===== src/core/cvb_pkg.sv =====
// package: register indices, field positions and carriers for the crtc vertical/mode block
package cvb_pkg;
  // ---------------------------------------------------------------
  // register indices
  // ---------------------------------------------------------------
  localparam logic [7:0] IDX_VBLANK_START = 8'h15;
  localparam logic [7:0] IDX_VBLANK_END   = 8'h16;
  localparam logic [7:0] IDX_MODE         = 8'h17;
  localparam logic [7:0] IDX_SPLIT_CMP    = 8'h18;
  localparam logic [7:0] IDX_LATCH_RB     = 8'h22;
  localparam logic [7:0] IDX_ATTR_RB_A    = 8'h24;
  localparam logic [7:0] IDX_ATTR_RB_B    = 8'h26;
  // ---------------------------------------------------------------
  // reset values and mode bit positions
  // ---------------------------------------------------------------
  localparam logic [7:0] MODE_RESET       = 8'h00;
  localparam logic [7:0] REG_RESET        = 8'h00;
  localparam int BANK2_SUBSTITUTE_BIT     = 0;
  localparam int BANK4_SUBSTITUTE_BIT     = 1;
  localparam int VERTICAL_CLOCK_HALVE_BIT = 2;
  localparam int WORD_CLOCK_DIVIDE_BIT    = 3;
  localparam int ADDRESS_WRAP_BIT         = 5;
  localparam int WORD_ADDRESSING_BIT      = 6;
  localparam int RETRACE_ENABLE_BIT       = 7;
  // upper-bit sources in neighbour registers
  localparam int OVF_VBS8 = 3;
  localparam int OVF_LC8  = 4;
  localparam int MSL_VBS9 = 5;
  localparam int MSL_LC9  = 6;
  localparam int EXT_VBS10 = 2;
  localparam int EXT_LC10  = 6;
  // ---------------------------------------------------------------
  // carriers
  // ---------------------------------------------------------------
  typedef struct packed {
    logic       wr;
    logic       rd;
    logic [7:0] index;
    logic [7:0] wdata;
  } cvb_io_t;

  typedef struct packed {
    logic [7:0] overflow_register;
    logic [7:0] max_scan_line_register;
    logic [7:0] extended_vertical_overflow;
    logic [9:0] row_pitch_register;
    logic [1:0] offset_scale;
  } cvb_ext_t;

  typedef struct packed {
    logic [31:0] cpu_latches;
    logic [1:0]  plane_read_select;
    logic [4:0]  attr_index;
    logic        video_display_enabled;
    logic        attribute_index_toggle;
  } cvb_rb_t;
endpackage


===== src/core/cvb_addr_map.sv =====
// address output mapping: bank substitution and word addressing
`timescale 1ns/1ps
`default_nettype none
module cvb_addr_map #(
  parameter int AW = 16
) (
  // control
  input  wire logic [7:0]    mode,
  input  wire logic          active,
  input  wire logic [1:0]    row_scan,
  // address
  input  wire logic [AW-1:0] counter,
  output logic      [AW-1:0] mem_addr
);
  import cvb_pkg::*;
  logic [AW-1:0] shaped;

  always_comb begin
    shaped = counter;
    if (!mode[WORD_ADDRESSING_BIT]) begin
      shaped = {1'b0, counter[AW-1:1]};
      shaped[0] = mode[ADDRESS_WRAP_BIT] ? counter[15] : counter[13];
    end
    if (active && !mode[BANK2_SUBSTITUTE_BIT]) begin
      shaped[13] = row_scan[0];
    end
    if (active && !mode[BANK4_SUBSTITUTE_BIT]) begin
      shaped[14] = row_scan[1];
    end
    mem_addr = shaped;
  end
endmodule
`default_nettype wire


===== src/core/cvb_core.sv =====
// crtc vertical blank, mode control, split screen and readback registers
`timescale 1ns/1ps
`default_nettype none
// Summary of operation
// - blank start is eleven bits, scan line of blanking minus one, low byte here.
// - start bit 8,9,10 from overflow b3, max scan b5, extended b2.
// - blanking ends when counter low byte equals end value; width up to 256.
// - bank2 bit clear puts row scan bit 0 on address bit 13 while active.
// - bank4 bit clear puts row scan bit 1 on address bit 14 while active.
// - halve bit set advances vertical counter every second retrace clock.
// - word clock bit set advances address counter every second character clock.
// - in word mode wrap bit chooses counter bit 13 or 15 for address bit 0.
// - word addressing shifts counter down one, counter bit 13 or 15 to address bit 0.
// - retrace enable clear holds both retrace pulses inactive.
// - retrace enable clear touches nothing but the retrace pulses.
// - scan line equal to line compare clears address counter to zero.
// - after split each row start adds the row offset to the previous start.
// - compare bit 8,9,10 from overflow b4, max scan b6, extended b6.
// - latch readback is read only, byte chosen by plane read select bits 1-0.
// - attribute readback is read only, same at index 24h and 26h.
// - attribute readback: index 4-0, enable bit 5, zero bit 6, toggle inverted bit 7.
// - row offset scaled by 2, 4 or 8 for word, dword, qword.
module cvb_core #(
  parameter int AW = 16,
  parameter int VW = 11
) (
  // clock and reset
  input  wire logic               core_clk,
  input  wire logic               resetn,
  // indexed register port
  input  wire cvb_pkg::cvb_io_t   io,
  output logic      [7:0]         rdata,
  // neighbour registers and readback sources
  input  wire cvb_pkg::cvb_ext_t  ext,
  input  wire cvb_pkg::cvb_rb_t   rb,
  // timing ticks
  input  wire logic               char_tick,
  input  wire logic               hretrace_tick,
  input  wire logic               frame_start,
  input  wire logic [AW-1:0]      start_address,
  input  wire logic [1:0]         row_scan,
  input  wire logic               row_end,
  input  wire logic               active,
  input  wire logic               hretrace_in,
  input  wire logic               vretrace_in,
  // display outputs
  output logic      [VW-1:0]      scan_line,
  output logic                    vblank,
  output logic                    hretrace_out,
  output logic                    vretrace_out,
  output logic                    split_hit,
  output logic      [AW-1:0]      mem_addr
);
  import cvb_pkg::*;

  // ---------------------------------------------------------------
  // registers
  // ---------------------------------------------------------------
  logic [7:0]    vblank_start_reg;
  logic [7:0]    vblank_end_reg;
  logic [7:0]    crtc_mode_reg;
  logic [7:0]    split_compare_reg;
  logic          vhalf;
  logic          char_half;
  logic [AW-1:0] addr_cnt;
  logic [AW-1:0] row_start;
  logic          split_seen;
  logic [VW-1:0] vblank_start_full;
  logic [VW-1:0] split_full;
  logic [AW-1:0] row_step;
  logic          v_adv;
  logic          a_adv;
  logic [7:0]    latch_byte;
  logic [7:0]    attr_byte;
  logic          next_vblank;

  function automatic logic is_attr_index(input logic [7:0] idx);
    is_attr_index = (idx == IDX_ATTR_RB_A) || (idx == IDX_ATTR_RB_B);
  endfunction

  // ---------------------------------------------------------------
  // register writes
  // ---------------------------------------------------------------
  // readback indices have no storage, so writes there fall away
  always_ff @(posedge core_clk or negedge resetn) begin
    if (!resetn) begin
      vblank_start_reg  <= REG_RESET;
      vblank_end_reg    <= REG_RESET;
      crtc_mode_reg     <= MODE_RESET;
      split_compare_reg <= REG_RESET;
    end else if (io.wr) begin
      case (io.index)
        IDX_VBLANK_START: vblank_start_reg  <= io.wdata;
        IDX_VBLANK_END:   vblank_end_reg    <= io.wdata;
        IDX_MODE:         crtc_mode_reg     <= {io.wdata[7:5], 1'b0, io.wdata[3:0]};
        IDX_SPLIT_CMP:    split_compare_reg <= io.wdata;
        default: ;
      endcase
    end
  end

  // ---------------------------------------------------------------
  // readback
  // ---------------------------------------------------------------
  always_comb begin
    latch_byte = rb.cpu_latches[8*rb.plane_read_select +: 8];
    attr_byte  = {~rb.attribute_index_toggle, 1'b0,
                  rb.video_display_enabled, rb.attr_index};
  end

  always_ff @(posedge core_clk or negedge resetn) begin
    if (!resetn) begin
      rdata <= 8'h00;
    end else if (io.rd) begin
      if (is_attr_index(io.index)) begin
        rdata <= attr_byte;
      end else begin
        case (io.index)
          IDX_VBLANK_START: rdata <= vblank_start_reg;
          IDX_VBLANK_END:   rdata <= vblank_end_reg;
          IDX_MODE:         rdata <= crtc_mode_reg;
          IDX_SPLIT_CMP:    rdata <= split_compare_reg;
          IDX_LATCH_RB:     rdata <= latch_byte;
          default:          rdata <= 8'h00;
        endcase
      end
    end
  end

  // ---------------------------------------------------------------
  // eleven-bit compare values
  // ---------------------------------------------------------------
  always_comb begin
    vblank_start_full = {ext.extended_vertical_overflow[EXT_VBS10],
                         ext.max_scan_line_register[MSL_VBS9],
                         ext.overflow_register[OVF_VBS8],
                         vblank_start_reg};
    split_full        = {ext.extended_vertical_overflow[EXT_LC10],
                         ext.max_scan_line_register[MSL_LC9],
                         ext.overflow_register[OVF_LC8],
                         split_compare_reg};
  end

  // ---------------------------------------------------------------
  // vertical counter
  // ---------------------------------------------------------------
  // halving only drops every other retrace tick
  assign v_adv = hretrace_tick && (!crtc_mode_reg[VERTICAL_CLOCK_HALVE_BIT] || vhalf);

  always_ff @(posedge core_clk or negedge resetn) begin
    if (!resetn) begin
      vhalf <= 1'b0;
    end else if (frame_start) begin
      vhalf <= 1'b0;
    end else if (hretrace_tick) begin
      vhalf <= ~vhalf;
    end
  end

  always_ff @(posedge core_clk or negedge resetn) begin
    if (!resetn) begin
      scan_line <= '0;
    end else if (frame_start) begin
      scan_line <= '0;
    end else if (v_adv) begin
      scan_line <= scan_line + VW'(1);
    end
  end

  // ---------------------------------------------------------------
  // vertical blank
  // ---------------------------------------------------------------
  // blank rises on the line after start (value is line minus one)
  always_comb begin
    next_vblank = vblank;
    if (v_adv && scan_line == vblank_start_full) begin
      next_vblank = 1'b1;
    end
    if (v_adv && (scan_line[7:0] + 8'h01) == vblank_end_reg && vblank) begin
      next_vblank = 1'b0;
    end
  end

  always_ff @(posedge core_clk or negedge resetn) begin
    if (!resetn) begin
      vblank <= 1'b0;
    end else begin
      vblank <= next_vblank;
    end
  end

  // ---------------------------------------------------------------
  // retrace gating; only these two flops see the enable
  // ---------------------------------------------------------------
  always_ff @(posedge core_clk or negedge resetn) begin
    if (!resetn) begin
      hretrace_out <= 1'b0;
      vretrace_out <= 1'b0;
    end else begin
      hretrace_out <= hretrace_in && crtc_mode_reg[RETRACE_ENABLE_BIT];
      vretrace_out <= vretrace_in && crtc_mode_reg[RETRACE_ENABLE_BIT];
    end
  end

  // ---------------------------------------------------------------
  // address counter
  // ---------------------------------------------------------------
  assign a_adv = char_tick && (!crtc_mode_reg[WORD_CLOCK_DIVIDE_BIT] || char_half);
  assign split_hit = (scan_line == split_full);

  always_comb begin
    case (ext.offset_scale)
      2'd1:    row_step = AW'({ext.row_pitch_register, 2'b00});
      2'd2:    row_step = AW'({ext.row_pitch_register, 3'b000});
      default: row_step = AW'({ext.row_pitch_register, 1'b0});
    endcase
  end

  always_ff @(posedge core_clk or negedge resetn) begin
    if (!resetn) begin
      char_half <= 1'b0;
    end else if (row_end) begin
      char_half <= 1'b0;
    end else if (char_tick) begin
      char_half <= ~char_half;
    end
  end

  always_ff @(posedge core_clk or negedge resetn) begin
    if (!resetn) begin
      split_seen <= 1'b0;
      row_start  <= '0;
      addr_cnt   <= '0;
    end else if (frame_start) begin
      split_seen <= 1'b0;
      row_start  <= start_address;
      addr_cnt   <= start_address;
    end else if (split_hit && !split_seen) begin
      split_seen <= 1'b1;
      row_start  <= '0;
      addr_cnt   <= '0;
    end else if (row_end) begin
      row_start <= row_start + row_step;
      addr_cnt  <= row_start + row_step;
    end else if (a_adv) begin
      addr_cnt <= addr_cnt + AW'(1);
    end
  end

  // ---------------------------------------------------------------
  // output address shaping
  // ---------------------------------------------------------------
  cvb_addr_map #(
    .AW(AW)
  ) cvb_addr_map_i (
    .mode     (crtc_mode_reg),
    .active   (active),
    .row_scan (row_scan),
    .counter  (addr_cnt),
    .mem_addr (mem_addr)
  );

  // ---------------------------------------------------------------
  // checks
  // ---------------------------------------------------------------
  chk_retrace_gate: assert property (@(posedge core_clk) disable iff (!resetn)
    !$past(crtc_mode_reg[RETRACE_ENABLE_BIT]) |-> !vretrace_out && !hretrace_out)
    else $error("retrace pulse while disabled");
  chk_retrace_pass: assert property (@(posedge core_clk) disable iff (!resetn)
    $past(crtc_mode_reg[RETRACE_ENABLE_BIT])
      |-> hretrace_out == $past(hretrace_in) && vretrace_out == $past(vretrace_in))
    else $error("retrace pulse not passed while enabled");
  chk_split_clear: assert property (@(posedge core_clk) disable iff (!resetn)
    split_hit && !split_seen && !frame_start |=> addr_cnt == '0)
    else $error("split did not clear counter");
  chk_row_advance: assert property (@(posedge core_clk) disable iff (!resetn)
    row_end && !frame_start && !(split_hit && !split_seen)
      |=> row_start == $past(row_start) + $past(row_step))
    else $error("row start not advanced by offset");
  chk_row_double: assert property (@(posedge core_clk) disable iff (!resetn)
    ext.offset_scale == 2'd0 |-> row_step == AW'({ext.row_pitch_register, 1'b0}))
    else $error("word pitch not doubled");
  chk_row_octuple: assert property (@(posedge core_clk) disable iff (!resetn)
    ext.offset_scale[1] |-> row_step == AW'({ext.row_pitch_register, 3'b000}))
    else $error("quadword pitch not scaled by eight");
  chk_blank_start: assert property (@(posedge core_clk) disable iff (!resetn)
    v_adv && scan_line == vblank_start_full && !frame_start
      && (scan_line[7:0] + 8'h01) != vblank_end_reg |=> vblank)
    else $error("blank did not start");
  chk_blank_rise: assert property (@(posedge core_clk) disable iff (!resetn)
    $rose(vblank) |-> $past(v_adv) && $past(scan_line) == $past(vblank_start_full))
    else $error("blank rose away from start line");
  chk_blank_end: assert property (@(posedge core_clk) disable iff (!resetn)
    vblank && v_adv && (scan_line[7:0] + 8'h01) == vblank_end_reg |=> !vblank)
    else $error("blank did not end");
  chk_scan_step: assert property (@(posedge core_clk) disable iff (!resetn)
    v_adv && !frame_start |=> scan_line == $past(scan_line) + VW'(1))
    else $error("vertical counter missed an advance");
  chk_vhalf_hold: assert property (@(posedge core_clk) disable iff (!resetn)
    crtc_mode_reg[VERTICAL_CLOCK_HALVE_BIT] && hretrace_tick && !vhalf && !frame_start
      |=> scan_line == $past(scan_line))
    else $error("vertical counter advanced on skipped tick");
  chk_word_hold: assert property (@(posedge core_clk) disable iff (!resetn)
    crtc_mode_reg[WORD_CLOCK_DIVIDE_BIT] && char_tick && !char_half && !frame_start
      && !row_end && !(split_hit && !split_seen) |=> addr_cnt == $past(addr_cnt))
    else $error("address advanced on skipped character");
  chk_bank2_sub: assert property (@(posedge core_clk) disable iff (!resetn)
    active && !crtc_mode_reg[BANK2_SUBSTITUTE_BIT] |-> mem_addr[13] == row_scan[0])
    else $error("bank2 substitution missing");
  chk_bank4_sub: assert property (@(posedge core_clk) disable iff (!resetn)
    active && !crtc_mode_reg[BANK4_SUBSTITUTE_BIT] |-> mem_addr[14] == row_scan[1])
    else $error("bank4 substitution missing");
  // shaping judged outside active display, where no bank bit interferes
  chk_word_shift: assert property (@(posedge core_clk) disable iff (!resetn)
    !crtc_mode_reg[WORD_ADDRESSING_BIT] && !active
      |-> mem_addr[AW-1:1] == {1'b0, addr_cnt[AW-1:2]})
    else $error("word mode shift wrong");
  chk_wrap_select: assert property (@(posedge core_clk) disable iff (!resetn)
    !crtc_mode_reg[WORD_ADDRESSING_BIT] && !active
      |-> mem_addr[0] == (crtc_mode_reg[ADDRESS_WRAP_BIT] ? addr_cnt[15] : addr_cnt[13]))
    else $error("word mode wrap on wrong counter bit");
  chk_byte_pass: assert property (@(posedge core_clk) disable iff (!resetn)
    crtc_mode_reg[WORD_ADDRESSING_BIT] && !active |-> mem_addr == addr_cnt)
    else $error("byte mode address altered");
  chk_latch_pick: assert property (@(posedge core_clk) disable iff (!resetn)
    io.rd && io.index == IDX_LATCH_RB |=> rdata == $past(latch_byte))
    else $error("latch readback byte wrong");
  chk_rb_no_store: assert property (@(posedge core_clk) disable iff (!resetn)
    io.wr && (io.index == IDX_LATCH_RB || is_attr_index(io.index))
      |=> $stable(crtc_mode_reg) && $stable(split_compare_reg)
        && $stable(vblank_start_reg) && $stable(vblank_end_reg))
    else $error("readback write changed a register");
  chk_attr_alias: assert property (@(posedge core_clk) disable iff (!resetn)
    io.rd && is_attr_index(io.index)
      |=> rdata[6] == 1'b0 && rdata[7] == !$past(rb.attribute_index_toggle))
    else $error("attribute readback wrong");
  chk_attr_fields: assert property (@(posedge core_clk) disable iff (!resetn)
    io.rd && is_attr_index(io.index)
      |=> rdata[5:0] == {$past(rb.video_display_enabled), $past(rb.attr_index)})
    else $error("attribute index or enable bits wrong");
endmodule
`default_nettype wire


===== config.mk =====
export PLATFORM = sky130hd
export DESIGN_NAME = cvb_core
export DESIGN_NICKNAME = d
export VERILOG_FILES = /design/src/core/cvb_pkg.sv /design/src/core/cvb_addr_map.sv /design/src/core/cvb_core.sv
export SDC_FILE = /design/constraint.sdc
export NUM_CORES = 1
export LEC_CHECK = 0
export BUFFER_PORTS_ARGS = -buffer_cell sky130_fd_sc_hd__buf_2
export CORE_MARGIN = 2
export CORE_UTILIZATION = 50
export CTS_BUF_LIST = sky130_fd_sc_hd__clkbuf_8
export DETAILED_ROUTE_END_ITERATION = 10
export GPL_TIMING_DRIVEN = 0
export PLACE_DENSITY = 0.81
export RECOVER_POWER = 100
export SYNTH_ARGS = -nofsm -noshare
export SYNTH_HDL_FRONTEND = slang
export SYNTH_HIERARCHICAL = 1
export SYNTH_SLANG_ARGS = --single-unit

===== constraint.sdc =====
create_clock -name core_clk -period 2.4 [get_ports core_clk]
set_clock_uncertainty 0.1 [all_clocks]
set_input_delay 0.48 -clock core_clk [delete_from_list [all_inputs] [get_ports core_clk]]
set_output_delay 0.48 -clock core_clk [all_outputs]
set_load 0.02 [all_outputs]

==> Yosys cells after proc, flatten, opt, wreduce, memory -nomap -nowiden <==
Cells that the tools add are included.
{ "totals": {"elab_cells": 87, "ff_bits": 88, "output_inout_bits": 39, "input_bits": 122} }
{ "op_classes": {"bitwise": 3, "n_addsub": 4, "eq_ne": 12, "reduce_logical": 29, "mux": 24, "shift": 1} }
{ "op_table": {"columns": ["cell", "n"], "rows": [
  ["2-to-1 mux 16 bit", 8],
  ["case mux 8 bit (5 select lines)", 1],
  ["== test 8 x 5 -> 1 bit (second input constant)", 4],
  ["indexed part select 32 x 6 -> 8 bit", 1],
  ["case mux 13 bit (2 select lines)", 1],
  ["== test 8 x 6 -> 1 bit (second input constant)", 3],
  ["== test 11 bit", 2],
  ["2-to-1 mux 11 bit", 2],
  ["adder 16 x 1 -> 16 bit (second input constant)", 1],
  ["adder 16 bit", 1],
  ["adder 11 x 1 -> 11 bit (second input constant)", 1],
  ["2-to-1 mux 1 bit", 11],
  ["logical AND 1 bit", 10],
  ["nonzero test 2 bit", 5],
  ["adder 8 x 1 -> 8 bit (second input constant)", 1],
  ["== test 8 bit", 1],
  ["2-to-1 mux 8 bit", 1],
  ["AND reduction 2 bit", 4],
  ["logical NOT 1 bit", 5],
  ["nonzero test 4 bit", 1],
  ["logical OR 1 bit", 3],
  ["inverter 1 bit", 3],
  ["nonzero test 3 bit", 1],
  ["== test 2 x 1 -> 1 bit (second input constant)", 1],
  ["== test 2 bit (second input constant)", 1]
]} }

==> Longest topological paths before layout <==
Gate-level depths: netlist of the first run.
{ "depth": {"ltp_word": 7, "ltp_mapped": 13, "ltp_nobuf": 12} }

==> Hierarchy <==
Netlist of the first run, hierarchy kept.
{ "modules_own_cells": {"columns": ["module", "area_each_um2", "seq_area_each_um2", "cells_each", "n_inst"], "rows": [
  ["cvb_core", 5948.2, 2202.1, 637, 1],
  ["cvb_addr_map", 249.0, 0.0, 24, 1]
]} }

==> Worst setup path after synthesis of the first run <==
OpenSTA, ideal clock, no wires.
{ "synth_path": {"path_kind": "input -> register", "start": "input ext[0] (netlist name)", "end": "register addr_cnt[15]", "path_stages": 13, "required_time_ns": 2.212, "t_arrival_ns": 3.022, "path_slack_ns": -0.810, "path_buffers": 1, "path_cell_list": "inv_1 ha_1 clkbuf_1 and2_1 ha_1 inv_1 fa_1 nand2b_1 a21oi_1 o2111ai_1 a211oi_1 o2111ai_1 a41oi_1"} }
{ "synth_between": {"elab_chain_len": 6, "word_cells_on_any_way": 7, "cone_classes": "1 x add/sub; 2 x eq/ne; 4 x mux"} }
{ "synth_lines": {"columns": ["element", "line", "text"], "rows": [
  ["start: declaration", "cvb_core.sv:34", "input wire cvb_pkg::cvb_ext_t ext,"],
  ["== test 2 bit or == test 2 x 1 -> 1 bit (tied branches)", "cvb_core.sv:212", "case (ext.offset_scale)"],
  ["case mux 13 bit (2 select lines) *", "cvb_core.sv:212", null],
  ["adder 16 bit *", "cvb_core.sv:244", "addr_cnt <= row_start + row_step;"],
  ["2-to-1 mux 16 bit *", "cvb_core.sv:242", "end else if (row_end) begin"],
  ["2-to-1 mux 16 bit *", "cvb_core.sv:238", "end else if (split_hit && !split_seen) begin"],
  ["2-to-1 mux 16 bit *", "cvb_core.sv:234", "end else if (frame_start) begin"],
  ["end signal: assignment", "cvb_core.sv:237", "addr_cnt <= start_address;"],
  ["end signal: assignment", "cvb_core.sv:244", null],
  ["end signal: assignment", "cvb_core.sv:246", "addr_cnt <= addr_cnt + AW'(1);"],
  ["end: declaration", "cvb_core.sv:65", "logic [AW-1:0] addr_cnt;"]
]} }
Mark *: on every way between the ends. The rest lies on a longest branch, timed or not.
A chain may end at the register's enable or synchronous reset.

==> Worst setup path after layout of the first run <==
{ "layout_path": {"start": "input ext[1] (netlist name)", "end": "register addr_cnt[6]"} }
The elaborated chain is that of the path after synthesis.

==> summary.md, run 1 <==
| Metric | Value |
|---|---|
| Final ANT Viol Nets | `0` |
| CP endpoint kind | `flip-flop` |
| Fraction of layout cells with a size suffix above 1 | `between 30% and 40%` |
| Die Y | `~120 um` |
| HP Start | `hretrace_in` |
| Status | `complete, but fails checks` |
| Vias in the first global route | `~5800` |
| Kind of critical path | `primary input to flip-flop` |
| IO buf count | `137` |
| Reg2reg start | `scan_line[7]$_DFFE_PN0P_` |
| Length of the first detailed-routing pass in iterations | `5` |
| Num CTS Buffers | `9` |
| YS warnings | `6` |
| Hold Path Class | `primary input to flip-flop` |
| Critical path fanouts, max | `6` |
| Detailed Place HPWL | `around 14000 um` |
| WL final | `18600 um` |
| Die Area | `approximately 13000 um2` |
| Tmin final | `between 2 and 3 ns` |
| DR vias/cell | `approximately 5.9` |
| CTS HTree Levels | `3` |
| Worst skew pair latency | `0.37 ns` |
| Max cap viols | `0` |
| Worst EP required | `between 2 and 3 ns` |
| Syn Nets | `approximately 800` |
| Slew Viols, Final | `0` |
| Pwr dens | `between 500 and 600 nW/um2` |
| Failing checks | `negative setup slack` |
| Non-Filler Instances | `1016` |
| I/O pin cnt | `161` |
| Congestion Overflow GR | `0` |
| Cell area after layout | `8000 um2` |
| Most common cell after layout, fill and taps aside | `buf_2` |
| Vias | `~6000` |
| Maximum VDD drop | `about 0.35 mV` |
| Path depth of the worst reg2reg path | `10` |
| Worst-path clk slew | `0.09 ns` |
| Startpoint type of the worst setup path | `primary input` |
| Post-Synthesis Cells | `660` |
| First-pass GRT wire length | `roughly 29000 um` |
| Lkg Pwr | `3.61 nW` |
| RSZ-0062 raised after global routing | `yes` |
| Max_slew headroom | `between 30% and 40%` |
| Clk sinks | `88` |
| Biggest regs | `addr_cnt: 16 flops, row_start: 16 flops, scan_line: 11 flops` |
| Tot Pwr | `approximately 4.6 mW` |
| Post-DP Area | `~7300 um2` |
| Gpl congestion | `~0.91` |
| Avg Inst Size Synth | `9.38 um2` |
| Initial DRC count | `a little under 600` |
| Post-DR wirelength/cell | `~18 um` |
| Gr usage total | `about 28%` |
| Row Count | `40` |
| Most frequent cells in the layout | `110 x buf_2, 88 x dfrtp_1, 60 x nand2_1, 49 x nor2_1, 48 x clkbuf_1` |
| R2R setup slack | `-0.08 ns` |
| Post-layout nets | `about 980` |
| Antenna diodes | `0` |
| Deepest clock path buffer count | `2` |
| Final Hold Viols | `0` |
| Actual slew at the worst max-slew pin | `approximately 1.0 ns` |
| Hold depth | `2` |
| Largest net degree at the start of global routing | `73` |
| Initial Util | `between 50% and 60%` |
| Worst Hold Path EP | `hretrace_out$_DFF_PN0_` |
| Final period utilization | `114%` |
| DRC errors left | `0` |
| Die width | `approximately 120 um` |
| Fin worst setup slack | `-0.337 ns` |
| Worst Path Arrival | `a little under 3 ns` |
| CTS root buf | `clkbuf_8` |
| Fill cells | `between 900 and 1000` |
| DP Cell Count | `slightly below 1000` |
| Core ar. | `between 10000 and 15000 um2` |
| Synthesized area | `~6200 um2` |
| Worst r2r dst | `addr_cnt[15]$_DFFE_PN0P_` |
| Area grow syn2layout | `29.1%` |
| # setup viols final | `34` |
| Initial antenna violation count | `0` |
| CTS tree | `built` |
| Fmax | `0.365 GHz` |
[routing by layer]
metal / part of all wire (%) / GRT usage [%]
met5: 0 / 0
met4: 3.1 / 9.72
met3: 5.9 / 4.16
met2: 52 / 50.2
met1: 39 / 33.2
[per-stage QoR]
stage | utilization (%) | hold WS [ns] | TNS (ns) | worst slack [ns]
6_report | 66.3 | 0.224 | -4.04 | -0.337
3_3_place_gp | 60.2 | 0.375 | -19.90 | -0.809
4_1_cts | 64.7 | 0.207 | -2.24 | -0.265
5_1_grt | 66.3 | 0.210 | -7.79 | -0.434
3_5_place_dp | 60.5 | 0.274 | -19.24 | -0.856
2_1_floorplan | - | 0.0844 | -4.04 | -0.394
[what timing repair did]
action / CTS / global route
pin swaps: 33 / 24
resized for setup: 34 / 43
buffers inserted: 23 / 14
hold endpoints to repair: 16 / 0
hold buffers: 1 / 0
endpoints found under the setup margin: 33 / 31
[layout make-up]
class | count | area, um2 | share of cell area [%]
multi-input combinational | 513 | 4080 | 51.0
sequential | 88 | 2200 | 27.5
timing repair buffer | 176 | 1010 | 12.6
buffer | 40 | 223 | 2.79
tap | 168 | 210 | 2.63
clock buffer | 10 | 138 | 1.72
inverter | 15 | 76.3 | 0.954
clock inverter | 6 | 58.8 | 0.735
[worst max path at each step]
stage	slack, ns	end	start
after global routing	-0.43	addr_cnt[14]$_DFFE_PN0P_	ext[1]
final	-0.34	addr_cnt[6]$_DFFE_PN0P_	ext[1]
after detailed placement	-0.86	addr_cnt[15]$_DFFE_PN0P_	ext[0]
after CTS	-0.27	addr_cnt[15]$_DFFE_PN0P_	ext[0]
after global placement	-0.81	addr_cnt[15]$_DFFE_PN0P_	ext[1]
after floorplan	-0.39	row_start[11]$_DFFE_PN0N_	ext[1]
[critical path, stage by stage]
cell,delay (ns)
buf_12,0.10
buf_12,0.12
inv_12,0.04
ha_4,0.16
buf_4,0.17
a22oi_2,0.08
o21ai_2,0.19
ha_4,0.25
o211ai_1,0.29
o21a_1,0.24
buf_4,0.15
xnor2_2,0.12
nor2_1,0.06
or3_1,0.31
a31oi_1,0.16
[report_power, final]
part | total, mW | switching, mW | leakage, nW | internal, mW
logic | 1.72 | 0.921 | 2.35 | 0.800
clock network | 1.05 | 0.547 | 0.106 | 0.505
registers | 1.80 | 0.175 | 1.15 | 1.62
Power figures use the tool's default switching activity.
==> run 2, diff against run 1 <==
SKIP_CTS_REPAIR_TIMING = 1   (was not set)
==> run 2 against run 1 <==
Against the previous run: the run still ends with negative setup slack left; sequential share of layout area increased by 0.52 points; combinational power decreased by 6%; flip-flop and latch count unchanged; global-route usage decreased by 0.83 points; critical path depth decreased by 2; final area decreased by 1.8%; first-iteration DRC count decreased by 2.7%; worst hold slack got worse by 0.0046 ns; core utilization decreased by 1.2 points.
==> summary.md, run 2 (synthesis gave the netlist of run 1 again) <==
| Metric | Value |
|---|---|
| Die Area | `13300 um2 (unchanged)` |
| Hold depth | `2 (unchanged)` |
| Congestion Overflow GR | `0 (unchanged)` |
| Final period utilization | `114% (-0.49 points)` |
| Initial DRC count | `573 (-2.7%)` |
| Biggest regs | `addr_cnt: 16 flops, row_start: 16 flops, scan_line: 11 flops` |
| DRC errors left | `0 (unchanged)` |
| Initial antenna violation count | `0 (unchanged)` |
| Status | `complete, but fails checks` |
| Hold slack | `0.220 ns (-0.00458 ns)` |
| Worst skew pair latency | `0.37 ns (about the same)` |
| Final ANT Viol Nets | `0 (unchanged)` |
| Core ar. | `12100 um2 (unchanged)` |
| Worst-path cell chain | `buf_12 > ha_4 > buf_8 > and2_4 > ha_4 > inv_2 > fa_2 > nand2b_4 > a21oi_4 > o2111ai_4 > a211oi_4 > o2111ai_1 > a41oi_1` |
| CP endpoint kind | `flip-flop` |
| Fin worst setup slack | `-0.325 ns (+0.0117 ns)` |
| Tmin final | `2.73 ns (-0.0117 ns)` |
| WL final | `18500 um (-0.58%)` |
| Max_slew headroom | `32.2% (-0.35 points)` |
| Slowest stage delay, CP | `0.33 ns (+0.02 ns)` |
| Post-layout nets | `965 (-1.9%)` |
| Row Count | `40 (unchanged)` |
| IO buf count | `137 (unchanged)` |
| Pwr dens | `571 nW/um2 (-0.17%)` |
| Post-DR wirelength/cell | `18.6 um (+1.3%)` |
| Max cap viols | `0 (unchanged)` |
| Worst Setup SP | `ext[1]` |
| Slew Viols, Final | `0 (unchanged)` |
| Maximum VDD drop | `0.348 mV (-1.4%)` |
| Area grow syn2layout | `26.7%` |
| Gpl congestion | `0.914 (unchanged)` |
| Fmax | `0.367 GHz (+0.43%)` |
| HP Start | `hretrace_in` |
| Most frequent cells in the layout | `110 x buf_2, 88 x dfrtp_1, 58 x nand2_1, 48 x nor2_1, 48 x clkbuf_1` |
| Failing checks | `negative setup slack` |
| Critical path fanouts, max | `6 (unchanged)` |
| Startpoint type of the worst setup path | `primary input` |
| Antenna diodes | `0 (unchanged)` |
| Most common cell after layout, fill and taps aside | `buf_2` |
| CP most frequent cell | `ha_4` |
| Critical Path Slowest Stage Cell | `fa_2` |
| Reg2reg start | `scan_line[4]$_DFFE_PN0P_` |
| Fraction of layout cells with a size suffix above 1 | `33.5% (-0.66 points)` |
| Largest net degree at the start of global routing | `73 (unchanged)` |
| Gr usage total | `26.8% (-0.83 points)` |
| Worst-path clk slew | `0.08 ns (about the same)` |
| Die width | `115 um (unchanged)` |
| Multi-input combinational cell area | `4100 um2 (+0.43%)` |
| CTS HTree Levels | `3 (unchanged)` |
| CTS root buf | `clkbuf_8` |
| Worst EP required | `2.58 ns (about the same)` |
| Worst Path Arrival | `2.90 ns (-0.03 ns)` |
| Hold Path Class | `primary input to flip-flop` |
| Vias | `5892 (-1.6%)` |
| Detailed Place HPWL | `13600 um (unchanged)` |
| RSZ-0062 raised after global routing | `yes` |
| Num CTS Buffers | `9 (unchanged)` |
| DR vias/cell | `5.91 (+0.31%)` |
| Final Hold Viols | `0 (unchanged)` |
| Fill cells | `1007 (+0.80%)` |
| Lkg Pwr | `3.51 nW (-2.7%)` |
| Length of the first detailed-routing pass in iterations | `6 (+1)` |
| Initial Util | `51.3% (unchanged)` |
| Die Y | `115 um (unchanged)` |
| Actual slew at the worst max-slew pin | `1.02 ns (+0.00530 ns)` |
| Kind of critical path | `primary input to flip-flop` |
| # setup viols final | `28 (-18%)` |
| Crit path max-delay family | `compound AO/OA/AOI/OAI gates` |
| Path depth of the worst reg2reg path | `10 (unchanged)` |
| Flip-flop and latch area | `2200 um2 (unchanged)` |
| First-pass GRT wire length | `27800 um (-3.1%)` |
| CTS tree | `built` |
| CP bufs+invs | `3 (-2)` |
| Vias in the first global route | `5574 (-3.6%)` |
| Deepest clock path buffer count | `2 (unchanged)` |
| DP Worst Slack | `-0.856 ns (unchanged)` |
| Crit path depth | `13 (-2)` |
| Clk sinks | `88 (unchanged)` |
| I/O pin cnt | `161 (unchanged)` |
## run 2: final timing paths
path	endpoint	slack, ns
max in group asynchronous	rdata[7]$_DFFE_PN0P_	0.31
worst max register to register	addr_cnt[12]$_DFFE_PN0P_	-0.16
min in group asynchronous	scan_line[8]$_DFFE_PN0P_	0.69
worst min-delay path	hretrace_out$_DFF_PN0_	0.22
worst min register to register	split_seen$_DFFE_PN0P_	0.41
worst max-delay path	addr_cnt[15]$_DFFE_PN0P_	-0.33
## run 2: layer usage
metal  up-vias  part of all wire (%)  global-route usage (%)
li1       2745                     -                       -
met1      2854                    40                    33.3
met2       251                    51                    47.3
met3        42                   5.6                    2.95
met4         0                   2.8                    11.3
met5         -                     0                       0
## run 2: final cells by class
type	count	share of cell area [%]
Buffer	40	2.68
Clock buffer	10	1.75
Clock inverter	6	0.749
Inverter	15	0.972
Multi-Input combinational cell	513	52.2
Sequential cell	88	28.1
Tap cell	168	2.68
Timing Repair Buffer	157	10.9
## run 2: through the flow
step | utilization (%) | power, mW | cell area, um2 | TNS (ns) | cells
after global routing | 65.1 | 4.69 | 7850 | -6.98 | 997
after global placement | 60.2 | 3.15 | 7270 | -19.90 | 965
after detailed placement | 60.5 | 3.20 | 7300 | -19.24 | 966
after CTS | 62.1 | 4.24 | 7490 | -8.91 | 982
final | 65.1 | 4.48 | 7850 | -3.93 | 997
after floorplan | - | 2.75 | 6370 | -4.04 | 660
## run 2: report_power, final
group	internal [mW]	total, mW	switching, mW
combinational	0.722	1.62	0.899
clock	0.505	1.06	0.553
sequential	1.62	1.80	0.176
total	2.85	4.48	1.63
